File: src/rtl/osd_framer_defs.svh
// Constants of the serial command framer
`ifndef OSD_FRAMER_DEFS_SVH
`define OSD_FRAMER_DEFS_SVH
`define END_CODE        8'hff
`define DISPLAY_OFF     8'hfe
`define LAST_COLUMN     5'h1b
`define LAST_ROW        4'hb
`define COL_RESET       5'h00
`define ROW_RESET       4'h0
`define BIT_CNT_RESET   3'h7
`define WRITE_TAG       2'h3
`define WRITE_TAG_MSB   7
`define WRITE_TAG_LSB   6
`endif

File: src/rtl/osd_framer_pkg.sv
// Types of the serial command framer
package osd_framer_pkg;
  typedef enum logic [1:0] {
    ST_FIRST  = 2'b00,
    ST_SECOND = 2'b01,
    ST_RUN    = 2'b10
  } frame_state_e;
endpackage

File: src/rtl/osd_link_sync.sv
// Two-stage synchroniser for the serial link pins
`timescale 1ns/100ps
module osd_link_sync (
  // Clock and reset
  input  wire logic clk_sys,
  input  wire logic rst_b,
  // Raw pin level
  input  wire logic pin_in,
  // Synchronised level
  output logic      pin_sync
);
  logic meta_q;

  // Two flip-flops, second one read only
  always_ff @(posedge clk_sys or negedge rst_b) begin
    if (!rst_b) begin
      meta_q   <= 1'b0;
      pin_sync <= 1'b0;
    end else begin
      meta_q   <= pin_in;
      pin_sync <= meta_q;
    end
  end
endmodule

File: src/rtl/osd_serial_command_framer.sv
// Serial command framer of the on-screen display controller
// Summary of operation
// - In a run, each further byte is a character code with kept attributes.
// - Run ends on chip select high or on end code FFH.
// - Successive writes stay in the bank chosen by the first byte.
// - Codes FEH and FFH hold no pattern; FFH ends the run.
// - Blank cell shows picture without background, else background colour.
// - Display-off cell always passes picture, never background.
// - Bits shift in MSB first from D15 or LSB first from D8.
// - Column increments per write, wrapping 27 to next row, row 11 to 0.
// - Characters are stored only while the dot oscillator runs.
`timescale 1ns/100ps
`include "osd_framer_defs.svh"
module osd_serial_command_framer (
  // Clock and reset
  input  wire logic        clk_sys,
  input  wire logic        rst_b,
  // Serial link pins
  input  wire logic        cs_b,
  input  wire logic        sclk,
  input  wire logic        sdata,
  // Configuration
  input  wire logic        lsb_first,
  input  wire logic        internal_dot_oscillator,
  input  wire logic        bg_enable,
  // Command output
  output logic [15:0]      cmd_word_q,
  output logic             cmd_valid_q,
  output logic             cmd_two_byte_q,
  // Video RAM write port
  output logic             vram_we_q,
  output logic [8:0]       vram_char_q,
  output logic [3:0]       vram_row_q,
  output logic [4:0]       vram_col_q,
  output logic [5:0]       vram_attr_q,
  // Cell classification for display path
  output logic             cell_pass_picture_q,
  output logic             cell_show_bg_q,
  // Status
  output logic             run_active_q
);
  // Cell rendering: blank or display-off code, background enable
  function automatic logic [1:0] cell_view(input logic [7:0] code, input logic bg);
    logic off;
    off = (code == `DISPLAY_OFF);
    // Bit 1 pass picture, bit 0 show background
    cell_view = {off | ~bg, ~off & bg};
  endfunction

  logic cs_s;
  logic sclk_s;
  logic sclk_low;
  logic data_s;
  logic sclk_d1_q;
  logic sclk_rise;
  logic cs_idle;
  logic [2:0] bit_cnt_q;
  logic [7:0] shift_q;
  logic [7:0] shift_d;
  logic [7:0] first_q;
  logic       byte_done;
  logic [7:0] byte_val;
  osd_framer_pkg::frame_state_e state_q;
  logic       bank_q;
  logic [5:0] attr_q;
  logic       is_write_cmd;
  logic       do_store;
  logic [1:0] view;

  // Synchronise link pins
  osd_link_sync u_sync_cs (
    .clk_sys  (clk_sys),
    .rst_b    (rst_b),
    .pin_in   (~cs_b),
    .pin_sync (cs_idle)
  );
  osd_link_sync u_sync_clk (
    .clk_sys  (clk_sys),
    .rst_b    (rst_b),
    .pin_in   (~sclk),
    .pin_sync (sclk_low)
  );
  osd_link_sync u_sync_dat (
    .clk_sys  (clk_sys),
    .rst_b    (rst_b),
    .pin_in   (sdata),
    .pin_sync (data_s)
  );
  assign cs_s = ~cs_idle;
  // Clock synchronised inverted so its reset level matches the idle-high pin
  assign sclk_s = ~sclk_low;

  // Serial clock edge finder, idle high so no false edge after reset
  always_ff @(posedge clk_sys or negedge rst_b) begin
    if (!rst_b) begin
      sclk_d1_q <= 1'b1;
    end else begin
      sclk_d1_q <= sclk_s;
    end
  end
  assign sclk_rise = sclk_s & ~sclk_d1_q & ~cs_s;

  // Shift direction selection
  always_comb begin
    if (lsb_first) begin
      shift_d = {data_s, shift_q[7:1]};
    end else begin
      shift_d = {shift_q[6:0], data_s};
    end
  end
  assign byte_done = sclk_rise && (bit_cnt_q == 3'h0);
  assign byte_val  = shift_d;

  // Bit counter and shifter, cleared while deselected
  always_ff @(posedge clk_sys or negedge rst_b) begin
    if (!rst_b) begin
      bit_cnt_q <= `BIT_CNT_RESET;
      shift_q   <= 8'h00;
    end else if (cs_s) begin
      bit_cnt_q <= `BIT_CNT_RESET;
      shift_q   <= 8'h00;
    end else if (sclk_rise) begin
      bit_cnt_q <= bit_cnt_q - 3'h1;
      shift_q   <= shift_d;
    end
  end

  // First byte marks a character write command
  assign is_write_cmd = (first_q[`WRITE_TAG_MSB:`WRITE_TAG_LSB] == `WRITE_TAG);

  // Framing state
  always_ff @(posedge clk_sys or negedge rst_b) begin
    if (!rst_b) begin
      state_q <= osd_framer_pkg::ST_FIRST;
      first_q <= 8'h00;
    end else if (cs_s) begin
      state_q <= osd_framer_pkg::ST_FIRST;
    end else if (byte_done) begin
      unique case (state_q)
        osd_framer_pkg::ST_FIRST: begin
          first_q <= byte_val;
          state_q <= osd_framer_pkg::ST_SECOND;
        end
        osd_framer_pkg::ST_SECOND: begin
          if (is_write_cmd && byte_val != `END_CODE) begin
            state_q <= osd_framer_pkg::ST_RUN;
          end else begin
            state_q <= osd_framer_pkg::ST_FIRST;
          end
        end
        osd_framer_pkg::ST_RUN: begin
          if (byte_val == `END_CODE) begin
            state_q <= osd_framer_pkg::ST_FIRST;
          end
        end
        default: state_q <= osd_framer_pkg::ST_FIRST;
      endcase
    end
  end

  // Bank and attributes latched from the first byte only
  always_ff @(posedge clk_sys or negedge rst_b) begin
    if (!rst_b) begin
      bank_q <= 1'b0;
      attr_q <= 6'h00;
    end else if (byte_done && state_q == osd_framer_pkg::ST_FIRST) begin
      if (lsb_first) begin
        attr_q <= byte_val[5:0];
      end else begin
        attr_q <= {byte_val[2:0], byte_val[5:3]};
      end
      bank_q <= lsb_first ? byte_val[7] : byte_val[0];
    end
  end

  // A character byte that is stored
  assign do_store = byte_done && is_write_cmd && byte_val != `END_CODE
                    && state_q != osd_framer_pkg::ST_FIRST
                    && internal_dot_oscillator;

  // Decoded command output
  always_ff @(posedge clk_sys or negedge rst_b) begin
    if (!rst_b) begin
      cmd_word_q     <= 16'h0000;
      cmd_valid_q    <= 1'b0;
      cmd_two_byte_q <= 1'b0;
    end else begin
      cmd_valid_q <= 1'b0;
      if (byte_done && state_q == osd_framer_pkg::ST_SECOND) begin
        cmd_word_q     <= {first_q, byte_val};
        cmd_valid_q    <= 1'b1;
        cmd_two_byte_q <= 1'b1;
      end
    end
  end

  // Video RAM address, increments and wraps
  always_ff @(posedge clk_sys or negedge rst_b) begin
    if (!rst_b) begin
      vram_row_q <= `ROW_RESET;
      vram_col_q <= `COL_RESET;
    end else if (vram_we_q) begin
      if (vram_col_q == `LAST_COLUMN) begin
        vram_col_q <= `COL_RESET;
        vram_row_q <= (vram_row_q == `LAST_ROW) ? `ROW_RESET : vram_row_q + 4'h1;
      end else begin
        vram_col_q <= vram_col_q + 5'h01;
      end
    end
  end

  // Video RAM write strobe and data
  always_ff @(posedge clk_sys or negedge rst_b) begin
    if (!rst_b) begin
      vram_we_q   <= 1'b0;
      vram_char_q <= 9'h000;
      vram_attr_q <= 6'h00;
    end else begin
      vram_we_q <= do_store;
      if (do_store) begin
        vram_char_q <= {bank_q, byte_val};
        vram_attr_q <= attr_q;
      end
    end
  end

  assign view = cell_view(byte_val, bg_enable);

  // Cell classification of the last stored code
  always_ff @(posedge clk_sys or negedge rst_b) begin
    if (!rst_b) begin
      cell_pass_picture_q <= 1'b1;
      cell_show_bg_q      <= 1'b0;
    end else if (do_store) begin
      cell_pass_picture_q <= view[1];
      cell_show_bg_q      <= view[0];
    end
  end

  // Run status
  always_ff @(posedge clk_sys or negedge rst_b) begin
    if (!rst_b) begin
      run_active_q <= 1'b0;
    end else begin
      run_active_q <= (state_q == osd_framer_pkg::ST_RUN) && !cs_s;
    end
  end
endmodule

File: config.mk
export PLATFORM = sky130hd
export DESIGN_NAME = osd_serial_command_framer
export DESIGN_NICKNAME = d
export VERILOG_FILES = /design/src/rtl/osd_framer_pkg.sv /design/src/rtl/osd_link_sync.sv /design/src/rtl/osd_serial_command_framer.sv
export VERILOG_INCLUDE_DIRS = /design/src /design/src/rtl
export SDC_FILE = /design/constraint.sdc
export NUM_CORES = 1
export LEC_CHECK = 0
export BUFFER_PORTS_ARGS = -buffer_cell sky130_fd_sc_hd__buf_2
export CAP_MARGIN = 20
export CORE_MARGIN = 2
export CORE_UTILIZATION = 45
export CTS_CLUSTER_DIAMETER = 40
export DETAILED_ROUTE_END_ITERATION = 12
export PLACE_DENSITY = 0.77
export REMOVE_ABC_BUFFERS = 1
export SYNTH_ARGS = -nofsm -noshare
export SYNTH_HDL_FRONTEND = slang
export SYNTH_HIERARCHICAL = 1
export SYNTH_SLANG_ARGS = --single-unit
File: constraint.sdc
create_clock -name clk_sys -period 3.9 [get_ports clk_sys]
set_input_delay 0.78 -clock clk_sys [delete_from_list [all_inputs] [get_ports clk_sys]]
set_output_delay 0.78 -clock clk_sys [all_outputs]
set_load 0.005 [all_outputs]
# After elaboration in Yosys (flattened, before gate mapping)
# Index checks and enable logic that the tools add are counted.
# totals
elab_cells	78
reg_bits	81
input_bits	8
output_inout_bits	46
# classes
mux	15
bitwise_logic	10
n_reduce_logical	15
n_eq_ne	11
add_sub_neg	3
# ops
cell	n
8-bit two-way mux	3
8-bit == test (second input constant)	2
1-bit logical AND	9
2-bit two-way mux	4
8-bit != test (second input constant)	1
3-bit two-way mux	2
6-bit two-way mux	1
1-bit NOT	6
2-bit one-hot mux with 3 select lines	1
5-bit by 1-bit adder with 5-bit output (second input constant)	1
5-bit == test (second input constant)	1
5-bit two-way mux	1
4-bit by 1-bit adder with 4-bit output (second input constant)	1
2-bit == test (second input constant)	2
4-bit == test (second input constant)	1
4-bit two-way mux	1
2-bit != test (second input constant)	2
2-bit AND reduction	2
1-bit AND	3
3-bit zero test	1
3-bit != test (second input constant)	1
3-bit AND reduction	1
3-bit by 1-bit subtractor with 3-bit output (second input constant)	1
2-bit by 1-bit == test with 1-bit output (second input constant)	1
other kinds (4)	5

# Logic depth before layout (Yosys ltp)
# Gate-level depths: netlist of the first run.
# depth
ltp_word	8
mapped_depth	8
depth_no_buf	7

# Hierarchy
# Netlist of the first run, hierarchy kept.
# modules_own_cells
module	seq_area_each_um2	cells_per_inst	area_each_um2	instances
osd_serial_command_framer	1883.1	263	3293.2	1
osd_link_sync	50.0	2	50.0	3

# Least setup slack after synthesis of the first run
# OpenSTA, ideal clock, no wires.
# synth_path
path_type	input-to-reg
startpoint	input port lsb_first
endpoint	register vram_attr_q[5]
slack_ns	1.648
required_time_ns	3.775
setup_ns	0.125
n_path_buf	2
arrival_time_ns	2.127
path_stages	6
path_cell_list	buf_6 mux2_2 o2111ai_4 o2111ai_4 buf_6 mux2_4
# synth_between
elab_chain_len	5
# synth_rtl
item	line_no	text
from (decl)	osd_serial_command_framer.sv:23	input wire logic lsb_first,
8-bit two-way mux	osd_serial_command_framer.sv:105	if (lsb_first) begin
8-bit != test (no line)	n/a	
1-bit logical AND (no line)	n/a	
1-bit logical AND (2 in series)	osd_serial_command_framer.sv:177	assign do_store = byte_done && is_write_cmd && byte_val != `END_CODE
to (signal assigned)	osd_serial_command_framer.sv:222	vram_attr_q <= attr_q;
to (decl)	osd_serial_command_framer.sv:35	output logic [5:0] vram_attr_q,
# Every way passes these cells.
# A chain may end at the register's enable or synchronous reset.

# Final worst setup path of the first run
# layout_path
startpoint	input port lsb_first
endpoint	register vram_attr_q[3]
# The elaborated chain is that of the path after synthesis.

==> results.ini, run 1 <==
[finish]
finalNetCount = 337
fin_cells = 429
drive_above_1_share_pct = 37.0
fillers = 607
final_cell_area_um2 = 4020
multiInputGateArea_um2 = 1320
seq_area_um2 = 2030
diodes = 0
syn2layout_area_growth_pct = 16.8
post-route-util_pct = 54.9

[synth]
synth_top_area_cell = dfrtp_1
netlist.area_leader.share_pct = 55.2
synth_seq_cells = 81
ys_top_cells_by_area = dfrtp_1, mux2_2, mux2_4
ys.flop_type = dfrtp_1
async_flop_share_pct = 100
yosysSeqAreaShare_pct = 59.0
syn_avg_cell_area_um2 = 12.8
synth-edff-count = 0
synthTopCellsByCount = dfrtp_1, mux2_2, a21oi_1
synth_cell_types = 44
yosys_warnings = 6
synth.most_common_cell = dfrtp_1
synthesis.area_um2 = 3440
syn-instance-count = 269

[clocking]
cts_inserted_buffers = 9
ctsHoldBuffers = 0
cts_resized = 0
clk_pin_slew_ns = 0.08
cts.sink_count = 81
cts_setup_buffers = 0
cts_root_buf = clkbuf_8
clkLatencyLatePin_ns = 0.34
cts.htree.levels = 3
cts_tree = yes
ctsLongestPathBuffers = 2

[worst_setup_path]
critical_path_buf_inv_count = 1
cp_data_required_time_ns = 4.12
cp-start-kind = primary input
crit_chain = buf_2 > and2_1 > o2111ai_4 > o2111ai_4 > mux2_2
rrSetupSlack_ns = 1.44
end_kind = register
crit_fanout = 29
r2r-end = cmd_word_q[3]$_DFFE_PN0P_
crit_path_frequent_cell = o2111ai_4
crit_family = compound AO/OA/AOI/OAI gates
critPathMaxStageDelay_ns = 0.67
path_class = in -> reg
timing.rr.start = bit_cnt_q[0]$_DFFE_PN1P_
reg2reg_depth = 7
cp_slowest_cell = o2111ai_4
critPathArrivalTime_ns = 2.72

[global_routing]
antenna_found_initial = 0
grt_pass1_vias = 2107
grt.total_usage_pct = 15.7
grt_first_pass_wirelength_um = 10300
grt_max_degree = 82
gr-total-overflow = 0

[sta]
max_slew_margin_pct = 49.7
worstMarginPinSlew_ns = 0.754
timing.setup.tns_ns = 0
finalClockSkew_ns = 0.0129
fmax_ghz = 0.400
finalMaxSlewViolations = 0
period_needed_ns = 2.50
setup_viol = 0
rsz0062_at_grt = no
finalHoldViolCount = 0
fin_crit_sh_pct = 64.1

[drt]
drt-initial-drc-count = 164
drt_wl_total_um = 6270
avgViaCountPerCell = 5.14
antenna_left = 0
routed-via-count = 2206
dr.pass1.iters = 4
routedWlPerCell_um = 14.6
drc = 0

[placed_design]
portBuffers = 53
dp_hpwl_um = 4180
dp_cells = 412
gp_congestion = 0.825
placed_area_um2 = 3790

[outcome]
status = finished, final reports clean

[pwr]
power_mw = 1.54
vdd_drop_max_mv = 0.174
power.leakage_nw = 2.16
power.density_nw_per_um2 = 384

[floorplan]
start_util_pct = 47.0
fp.dieW_um = 91.5
core_um2 = 7330
die_area_um2 = 8370
ios = 54
chipHeight_um = 91.5
row_count = 31

[worst_hold_path]
min_path_type = in -> async

[job]
maxCapViolCount = 0

==> per-layer routing <==
metal  GRT usage, %  up-vias  wire (um)
li1               -     1062          -
met2           23.2       48       2920
met1           22.1     1084       2990
met3           2.74       12        215
met5              0        -          0
met4           8.46        0        134
==> how the worst max path moves through the flow <==
stage	slack [ns]	from	cells past startpoint	to
final	1.40	lsb_first	5	vram_attr_q[3]$_DFFE_PN0P_
after global routing	1.27	bit_cnt_q[0]$_DFFE_PN1P_	7	cmd_word_q[0]$_DFFE_PN0P_
after CTS	1.41	bit_cnt_q[0]$_DFFE_PN1P_	7	cmd_word_q[0]$_DFFE_PN0P_
after detailed placement	1.06	lsb_first	5	vram_char_q[1]$_DFFE_PN0P_
after global placement	1.11	lsb_first	5	vram_attr_q[2]$_DFFE_PN0P_
after floorplan	0.53	bit_cnt_q[0]$_DFFE_PN1P_	5	bank_q$_DFFE_PN0P_
==> layout make-up <==
cell class              count  area share (%)
clock buffers              14            4.04
clock inverters             2           0.933
inverters                   9           0.840
multi-input cells         168            32.8
flip-flops and latches     81            50.5
well taps                  99            3.08
repair buffers             56            7.81
==> layout by cell type, fill, tap and decap left out, types with 8 or more instances in the layout <==
cell and instances:
dfrtp_1 76, buf_2 52, mux2_2 32, a21oi_1 26
nor2_1 23, nand2_1 15, clkbuf_8 11, mux2_4 9
inv_1 8
==> flip-flops by register name (all words and copies together) (netlist names), 3 cells and up <==
register and cells:
cmd_word_q 16, vram_char_q 9, first_q 8, shift_q 8, attr_q 6, vram_attr_q 6
vram_col_q 5, vram_row_q 4, bit_cnt_q 3
==> stage by stage <==
stage	setup slack (ns)	hold WS, ns
floorplan	0.530	0.331
global placement	1.11	0.334
detailed placement	1.06	0.336
CTS	1.41	0.353
global route	1.27	0.226
finish	1.40	0.235
==> kinds of logic after synthesis <==
| kind of cell | synth area share (%) |
|---|---|
| DFF | 59.0 |
| and+or+nand+nor | 8.94 |
| AOI/OAI and AO/OA | 11.4 |
| muxes | 15.3 |
| buffers and inverters | 2.87 |
| xor gates and xnor gates | 1.02 |
| adders and majority gates | 1.45 |
==> power breakdown <==
part	leakage (nW)	switching, mW	internal [mW]
combinational	1.04	0.0425	0.0248
clock	0.0969	0.280	0.332
sequential	1.02	0.0138	0.851
(Power assumes the default switching activity.)
==> inputs of run 2 (changes only) <==
Clock period 3.9 ns to 2.5 ns, I/O delays scaled along.
==> results.ini, run 2 (same netlist as run 1, synthesis figures left out) <==
[global_routing]
busiest_layer = met2  ; unchanged
grt_first_pass_wirelength_um = 10100  ; was 10,300 um
grt_pass1_vias = 2150  ; was 2,107
grt.met1_usage_pct = 21.1  ; was 22.1%
grtUsageMet2_pct = 22.8  ; was 23.2%
grt.met3_usage_pct = 3.49  ; was 2.74%
antenna_found_initial = 0  ; unchanged
grt_max_degree = 50  ; was 82
gr-total-overflow = 0  ; unchanged
grt.total_usage_pct = 15.3  ; was 15.7%

[worst_setup_path]
cp-start-kind = register  ; was primary input
timing.rr.start = bit_cnt_q[0]$_DFFE_PN1P_  ; unchanged
cp_data_required_time_ns = 2.72  ; was 4.12 ns
crit_fanout = 15  ; was 29
end_kind = register  ; unchanged
crit_start = bit_cnt_q[0]$_DFFE_PN1P_  ; was lsb_first
critPathArrivalTime_ns = 2.16  ; was 2.72 ns
path_class = reg -> reg  ; was in -> reg

[job]
maxCapViolCount = 0  ; unchanged

[finish]
fillers = 613  ; was 607
largest_register = cmd_word_q  ; unchanged
final_cell_mix = dfrtp_1, buf_2, mux2_2, a21oi_1, nor2_1  ; unchanged
finalNetCount = 343  ; was 337
drive_above_1_share_pct = 38.3  ; was 37.0%
largestRegisters = cmd_word_q: 16 flops, vram_char_q: 9 flops  ; unchanged
largest_reg_flops = 16  ; unchanged
final_common_cell = dfrtp_1  ; unchanged
diodes = 0  ; unchanged
syn2layout_area_growth_pct = 17.4  ; was 16.8%
final_cell_area_um2 = 4040  ; was 4020 um^2

[clocking]
clkLatencyLatePin_ns = 0.34  ; about the same
clk_pin_slew_ns = 0.08  ; about the same
cts_tree = yes  ; unchanged
ctsLongestPathBuffers = 2  ; unchanged
cts_inserted_buffers = 9  ; unchanged
cts_root_buf = clkbuf_8  ; unchanged
ctsHoldBuffers = 0  ; unchanged
cts.htree.levels = 3  ; unchanged
cts_setup_buffers = 0  ; unchanged
cts_resized = 0  ; unchanged
cts.sink_count = 81  ; unchanged

[drt]
routed-via-count = 2203  ; was 2,206
routedWlPerCell_um = 13.7  ; was 14.6 um
avgViaCountPerCell = 5.09  ; was 5.14
drt-initial-drc-count = 136  ; was 164
dr.pass1.iters = 4  ; unchanged
drc = 0  ; unchanged
drt_wl_total_um = 5930  ; was 6270 um
antenna_left = 0  ; unchanged

[sta]
finalHoldViolCount = 0  ; unchanged
fmax_ghz = 0.517
setup_viol = 0  ; unchanged
finalMaxSlewViolations = 0  ; unchanged
worstMarginPinSlew_ns = 0.634  ; was 0.754 ns
period_needed_ns = 1.94
finalClockSkew_ns = 0.00748  ; was 0.0129 ns
timing.setup.tns_ns = 0  ; unchanged
fin_crit_sh_pct = 77.4
max_slew_margin_pct = 57.4  ; was 49.7%
rsz0062_at_grt = no  ; unchanged

[pwr]
power.density_nw_per_um2 = 558  ; was 384 nW/um^2
power.leakage_nw = 2.18  ; was 2.16 nW
vdd_drop_max_mv = 0.308  ; was 0.174 mV
power_mw = 2.25  ; was 1.54 mW

[floorplan]
core_um2 = 7330  ; unchanged
start_util_pct = 47.0  ; unchanged
chipHeight_um = 91.5  ; unchanged
fp.dieW_um = 91.5  ; unchanged
row_count = 31  ; unchanged
die_area_um2 = 8370  ; unchanged
ios = 54  ; unchanged

[outcome]
status = finished, final reports clean  ; unchanged

[placed_design]
portBuffers = 53  ; unchanged
placed_area_um2 = 3880  ; was 3790 um^2
gp_congestion = 0.831  ; was 0.825
dp_hpwl_um = 4270  ; was 4180 um

[worst_hold_path]
min_path_type = in -> async  ; unchanged

-- run 2: cell types whose count changed in the layout (fill, tap and decap cells not counted) --
cell        previous run  this run
buf_12                 0         3
clkbuf_1               3         1
clkbuf_8              11        10
buf_16                 1         0
bufinv_16              1         0
clkinv_4               0         1
clkinvlp_4             1         0
clkinv_2               0         2
buf_6                  1         0
buf_4                  2         7
-- run 2: per-stage QoR --
step / util (%) / hold WS [ns] / worst slack, ns / instances
floorplan: - / 0.204 / -0.870 / 258
global placement: 52.9 / 0.335 / 0.385 / 419
detailed placement: 52.9 / 0.337 / 0.325 / 419
CTS: 55.1 / 0.180 / 0.552 / 433
global route: 55.1 / 0.198 / 0.410 / 433
finish: 55.1 / 0.163 / 0.564 / 433
-- run 2: final cells by class --
type	instances	area, um^2	area share, %
Clock inverter	3	18.8	0.464
Timing Repair Buffer	62	373	9.23
Tap cell	99	124	3.07
Clock buffer	11	141	3.50
Sequential cell	81	2030	50.3
Multi-Input combinational cell	168	1320	32.6
Inverter	9	33.8	0.836
-- run 2: worst max-delay path, cell delays in order (launching register included) --
cell and delay, ns:
dfstp_2 0.38, inv_1 0.07, ha_1 0.15, nand4bb_1 0.16, nor2_1 0.32, nand3b_1 0.15, clkinv_1 0.10, buf_12 0.14
mux2_2 0.34
-- run 2: path summary, 6_finish.rpt --
check / end / slack [ns] / depth (start not counted)
max: cmd_word_q[8]$_DFFE_PN0P_ / 0.56 / 8
min: vram_char_q[5]$_DFFE_PN0P_ / 0.16 / 1
max reg2reg: cmd_word_q[8]$_DFFE_PN0P_ / 0.56 / 8
min reg2reg: u_sync_clk/pin_sync$_DFF_PN0_ / 0.35 / 0
max in group asynchronous: bit_cnt_q[2]$_DFFE_PN1P_ / 1.69 / 2
min in group clk_sys: u_sync_dat/meta_q$_DFF_PN0_ / 0.26 / 1
-- run 2: layer usage --
metal	wire, um	vias to the layer above	part of all wire, %
met1	2840	1071	48
met2	2740	53	46
met4	111	0	1.9
met3	239	10	4.0
li1	-	1069	-
met5	0	-	0
-- run 2: report_power, final --
part / switching (mW) / internal (mW)
clock: 0.425 / 0.375
combinational: 0.0685 / 0.0389
sequential: 0.0177 / 1.33
total: 0.512 / 1.74
==> inputs of run 3 (changes only) <==
Clock period 2.5 ns to 2 ns, I/O delays scaled along.
==> results.ini, run 3 (same netlist as run 1, synthesis figures left out) <==
[outcome]
status = finished, final reports clean  ; unchanged

[sta]
timing.setup.tns_ns = 0  ; unchanged
max_slew_margin_pct = 61.3  ; was 57.4%
finalMaxSlewViolations = 0  ; unchanged
fin_crit_sh_pct = 95.5  ; was 77.4%
finalHoldViolCount = 0  ; unchanged
finalClockSkew_ns = 0.00821  ; was 0.00748 ns
setup_viol = 0  ; unchanged
fmax_ghz = 0.524  ; was 0.517 GHz
worstMarginPinSlew_ns = 0.581  ; was 0.634 ns
period_needed_ns = 1.91  ; was 1.94 ns
worst_slack_ns = 0.0903  ; was 0.564 ns
rsz0062_at_grt = no  ; unchanged

[finish]
final_cell_mix = dfrtp_1, buf_2, mux2_2, a21oi_1, nor2_1  ; unchanged
largest_register = cmd_word_q  ; unchanged
fillers = 604  ; was 613
seq_area_um2 = 2030  ; unchanged
largestRegisters = cmd_word_q: 16 flops, vram_char_q: 9 flops  ; unchanged
largest_reg_flops = 16  ; unchanged
final_cell_area_um2 = 4140  ; was 4040 um^2
final_common_cell = dfrtp_1  ; unchanged
syn2layout_area_growth_pct = 20.2  ; was 17.4%
multiInputGateArea_um2 = 1320  ; unchanged
finalNetCount = 349  ; was 343
drive_above_1_share_pct = 40.1  ; was 38.3%
fin_cells = 441  ; was 433
diodes = 0  ; unchanged

[clocking]
cts_root_buf = clkbuf_8  ; unchanged
ctsLongestPathBuffers = 2  ; unchanged
cts_inserted_buffers = 9  ; unchanged
cts_setup_buffers = 0  ; unchanged
cts.htree.levels = 3  ; unchanged
clk_pin_slew_ns = 0.08  ; about the same
cts_tree = yes  ; unchanged
clkLatencyLatePin_ns = 0.35  ; was 0.34 ns
cts.sink_count = 81  ; unchanged
cts_resized = 0  ; unchanged
ctsHoldBuffers = 0  ; unchanged

[global_routing]
grt_first_pass_wirelength_um = 11100  ; was 10,100 um
antenna_found_initial = 0  ; unchanged
grt_pass1_vias = 2315  ; was 2,150
grt_max_degree = 46  ; was 50
grt.total_usage_pct = 16.8  ; was 15.3%
gr-total-overflow = 0  ; unchanged

[placed_design]
gp_congestion = 0.817  ; was 0.831
post-place-ws_ns = 0.0598  ; was 0.325 ns
dp_hpwl_um = 4600  ; was 4270 um
placed_area_um2 = 3940  ; was 3880 um^2
dp_cells = 425  ; was 419
portBuffers = 53  ; unchanged

[floorplan]
die_area_um2 = 8370  ; unchanged
start_util_pct = 47.0  ; unchanged
core_um2 = 7330  ; unchanged
fp.dieW_um = 91.5  ; unchanged
row_count = 31  ; unchanged
ios = 54  ; unchanged
chipHeight_um = 91.5  ; unchanged

[worst_setup_path]
timing.rr.start = bit_cnt_q[0]$_DFFE_PN1P_  ; unchanged
r2r-end = vram_attr_q[4]$_DFFE_PN0P_  ; was cmd_word_q[8]$_DFFE_PN0P_
cp-start-kind = register  ; unchanged
critPathArrivalTime_ns = 2.15  ; was 2.16 ns
path_class = reg -> reg  ; unchanged
end_kind = register  ; unchanged
reg2reg_depth = 8  ; unchanged
cp_data_required_time_ns = 2.24  ; was 2.72 ns
rrSetupSlack_ns = 0.09  ; was 0.56 ns
crit_fanout = 7  ; was 15

[pwr]
power.leakage_nw = 2.23  ; was 2.18 nW
power_mw = 3.01  ; was 2.25 mW
power.density_nw_per_um2 = 728  ; was 558 nW/um^2
vdd_drop_max_mv = 0.547  ; was 0.308 mV

[drt]
dr.pass1.iters = 5  ; was 4
avgViaCountPerCell = 5.15  ; was 5.09
drt-initial-drc-count = 121  ; was 136
antenna_left = 0  ; unchanged
routedWlPerCell_um = 14.9  ; was 13.7 um
drt_wl_total_um = 6550  ; was 5930 um
drc = 0  ; unchanged
routed-via-count = 2273  ; was 2,203

[job]
maxCapViolCount = 0  ; unchanged

[worst_hold_path]
min_path_type = in -> async  ; unchanged

[run 3: cell types whose count changed in the layout (fill, tap and decap cells not counted), sizes merged]
| cell | delta |
|---|---|
| clkinvlp | +1 |
| bufinv | +1 |
| inv | +2 |
| clkbuf | -2 |
| buf | +6 |
[run 3: where the power goes]
group / switching (mW) / internal, mW
Sequential: 0.0234 / 1.66
Combinational: 0.0881 / 0.0527
Clock: 0.603 / 0.587
Total: 0.715 / 2.30
[run 3: critical path: stages, from the launching register on]
cell and delay, ns:
dfstp_2 0.54, inv_1 0.06, ha_1 0.20, nand4bb_1 0.12
nor2_1 0.07, buf_4 0.15, o2111ai_4 0.12, buf_4 0.21
mux2_2 0.34
[run 3: layout make-up]
| cell class | instances | area share [%] |
|---|---|---|
| flip-flops and latches | 81 | 49.1 |
| multi-input cells | 168 | 31.8 |
| repair buffers | 68 | 10.4 |
| clock buffers | 9 | 2.99 |
| well taps | 99 | 2.99 |
| clock inverters | 7 | 1.87 |
| inverters | 9 | 0.816 |
[run 3: how the worst max path moves through the flow]
| stage | startpoint | end | slack [ns] |
|---|---|---|---|
| after detailed placement | lsb_first | vram_attr_q[4]$_DFFE_PN0P_ | 0.06 |
| after global routing | bit_cnt_q[0]$_DFFE_PN1P_ | vram_attr_q[4]$_DFFE_PN0P_ | 0.002 |
| after CTS | bit_cnt_q[0]$_DFFE_PN1P_ | vram_attr_q[4]$_DFFE_PN0P_ | 0.08 |
| final | bit_cnt_q[0]$_DFFE_PN1P_ | vram_attr_q[4]$_DFFE_PN0P_ | 0.09 |
| after floorplan | bit_cnt_q[0]$_DFFE_PN1P_ | bank_q$_DFFE_PN0P_ | -1.37 |
| after global placement | lsb_first | vram_attr_q[2]$_DFFE_PN0P_ | 0.1 |
[run 3: metrics by stage]
| stage | utilization (%) | hold WS [ns] |
|---|---|---|
| 6_report | 56.5 | 0.0419 |
| 3_3_place_gp | 53.7 | 0.336 |
| 5_1_grt | 56.5 | 0.0877 |
| 3_5_place_dp | 53.7 | 0.337 |
| 4_1_cts | 56.5 | 0.0573 |
| 2_1_floorplan | - | 0.104 |
[run 3: metal layers]
| metal | track usage, % | up-vias | wire length (um) |
|---|---|---|---|
| met3 | 2.99 | 7 | 266 |
| met5 | 0 | - | 0 |
| met2 | 26.5 | 48 | 3210 |
| met1 | 23.1 | 1136 | 3000 |
| met4 | 6.82 | 0 | 78 |
| li1 | - | 1082 | - |
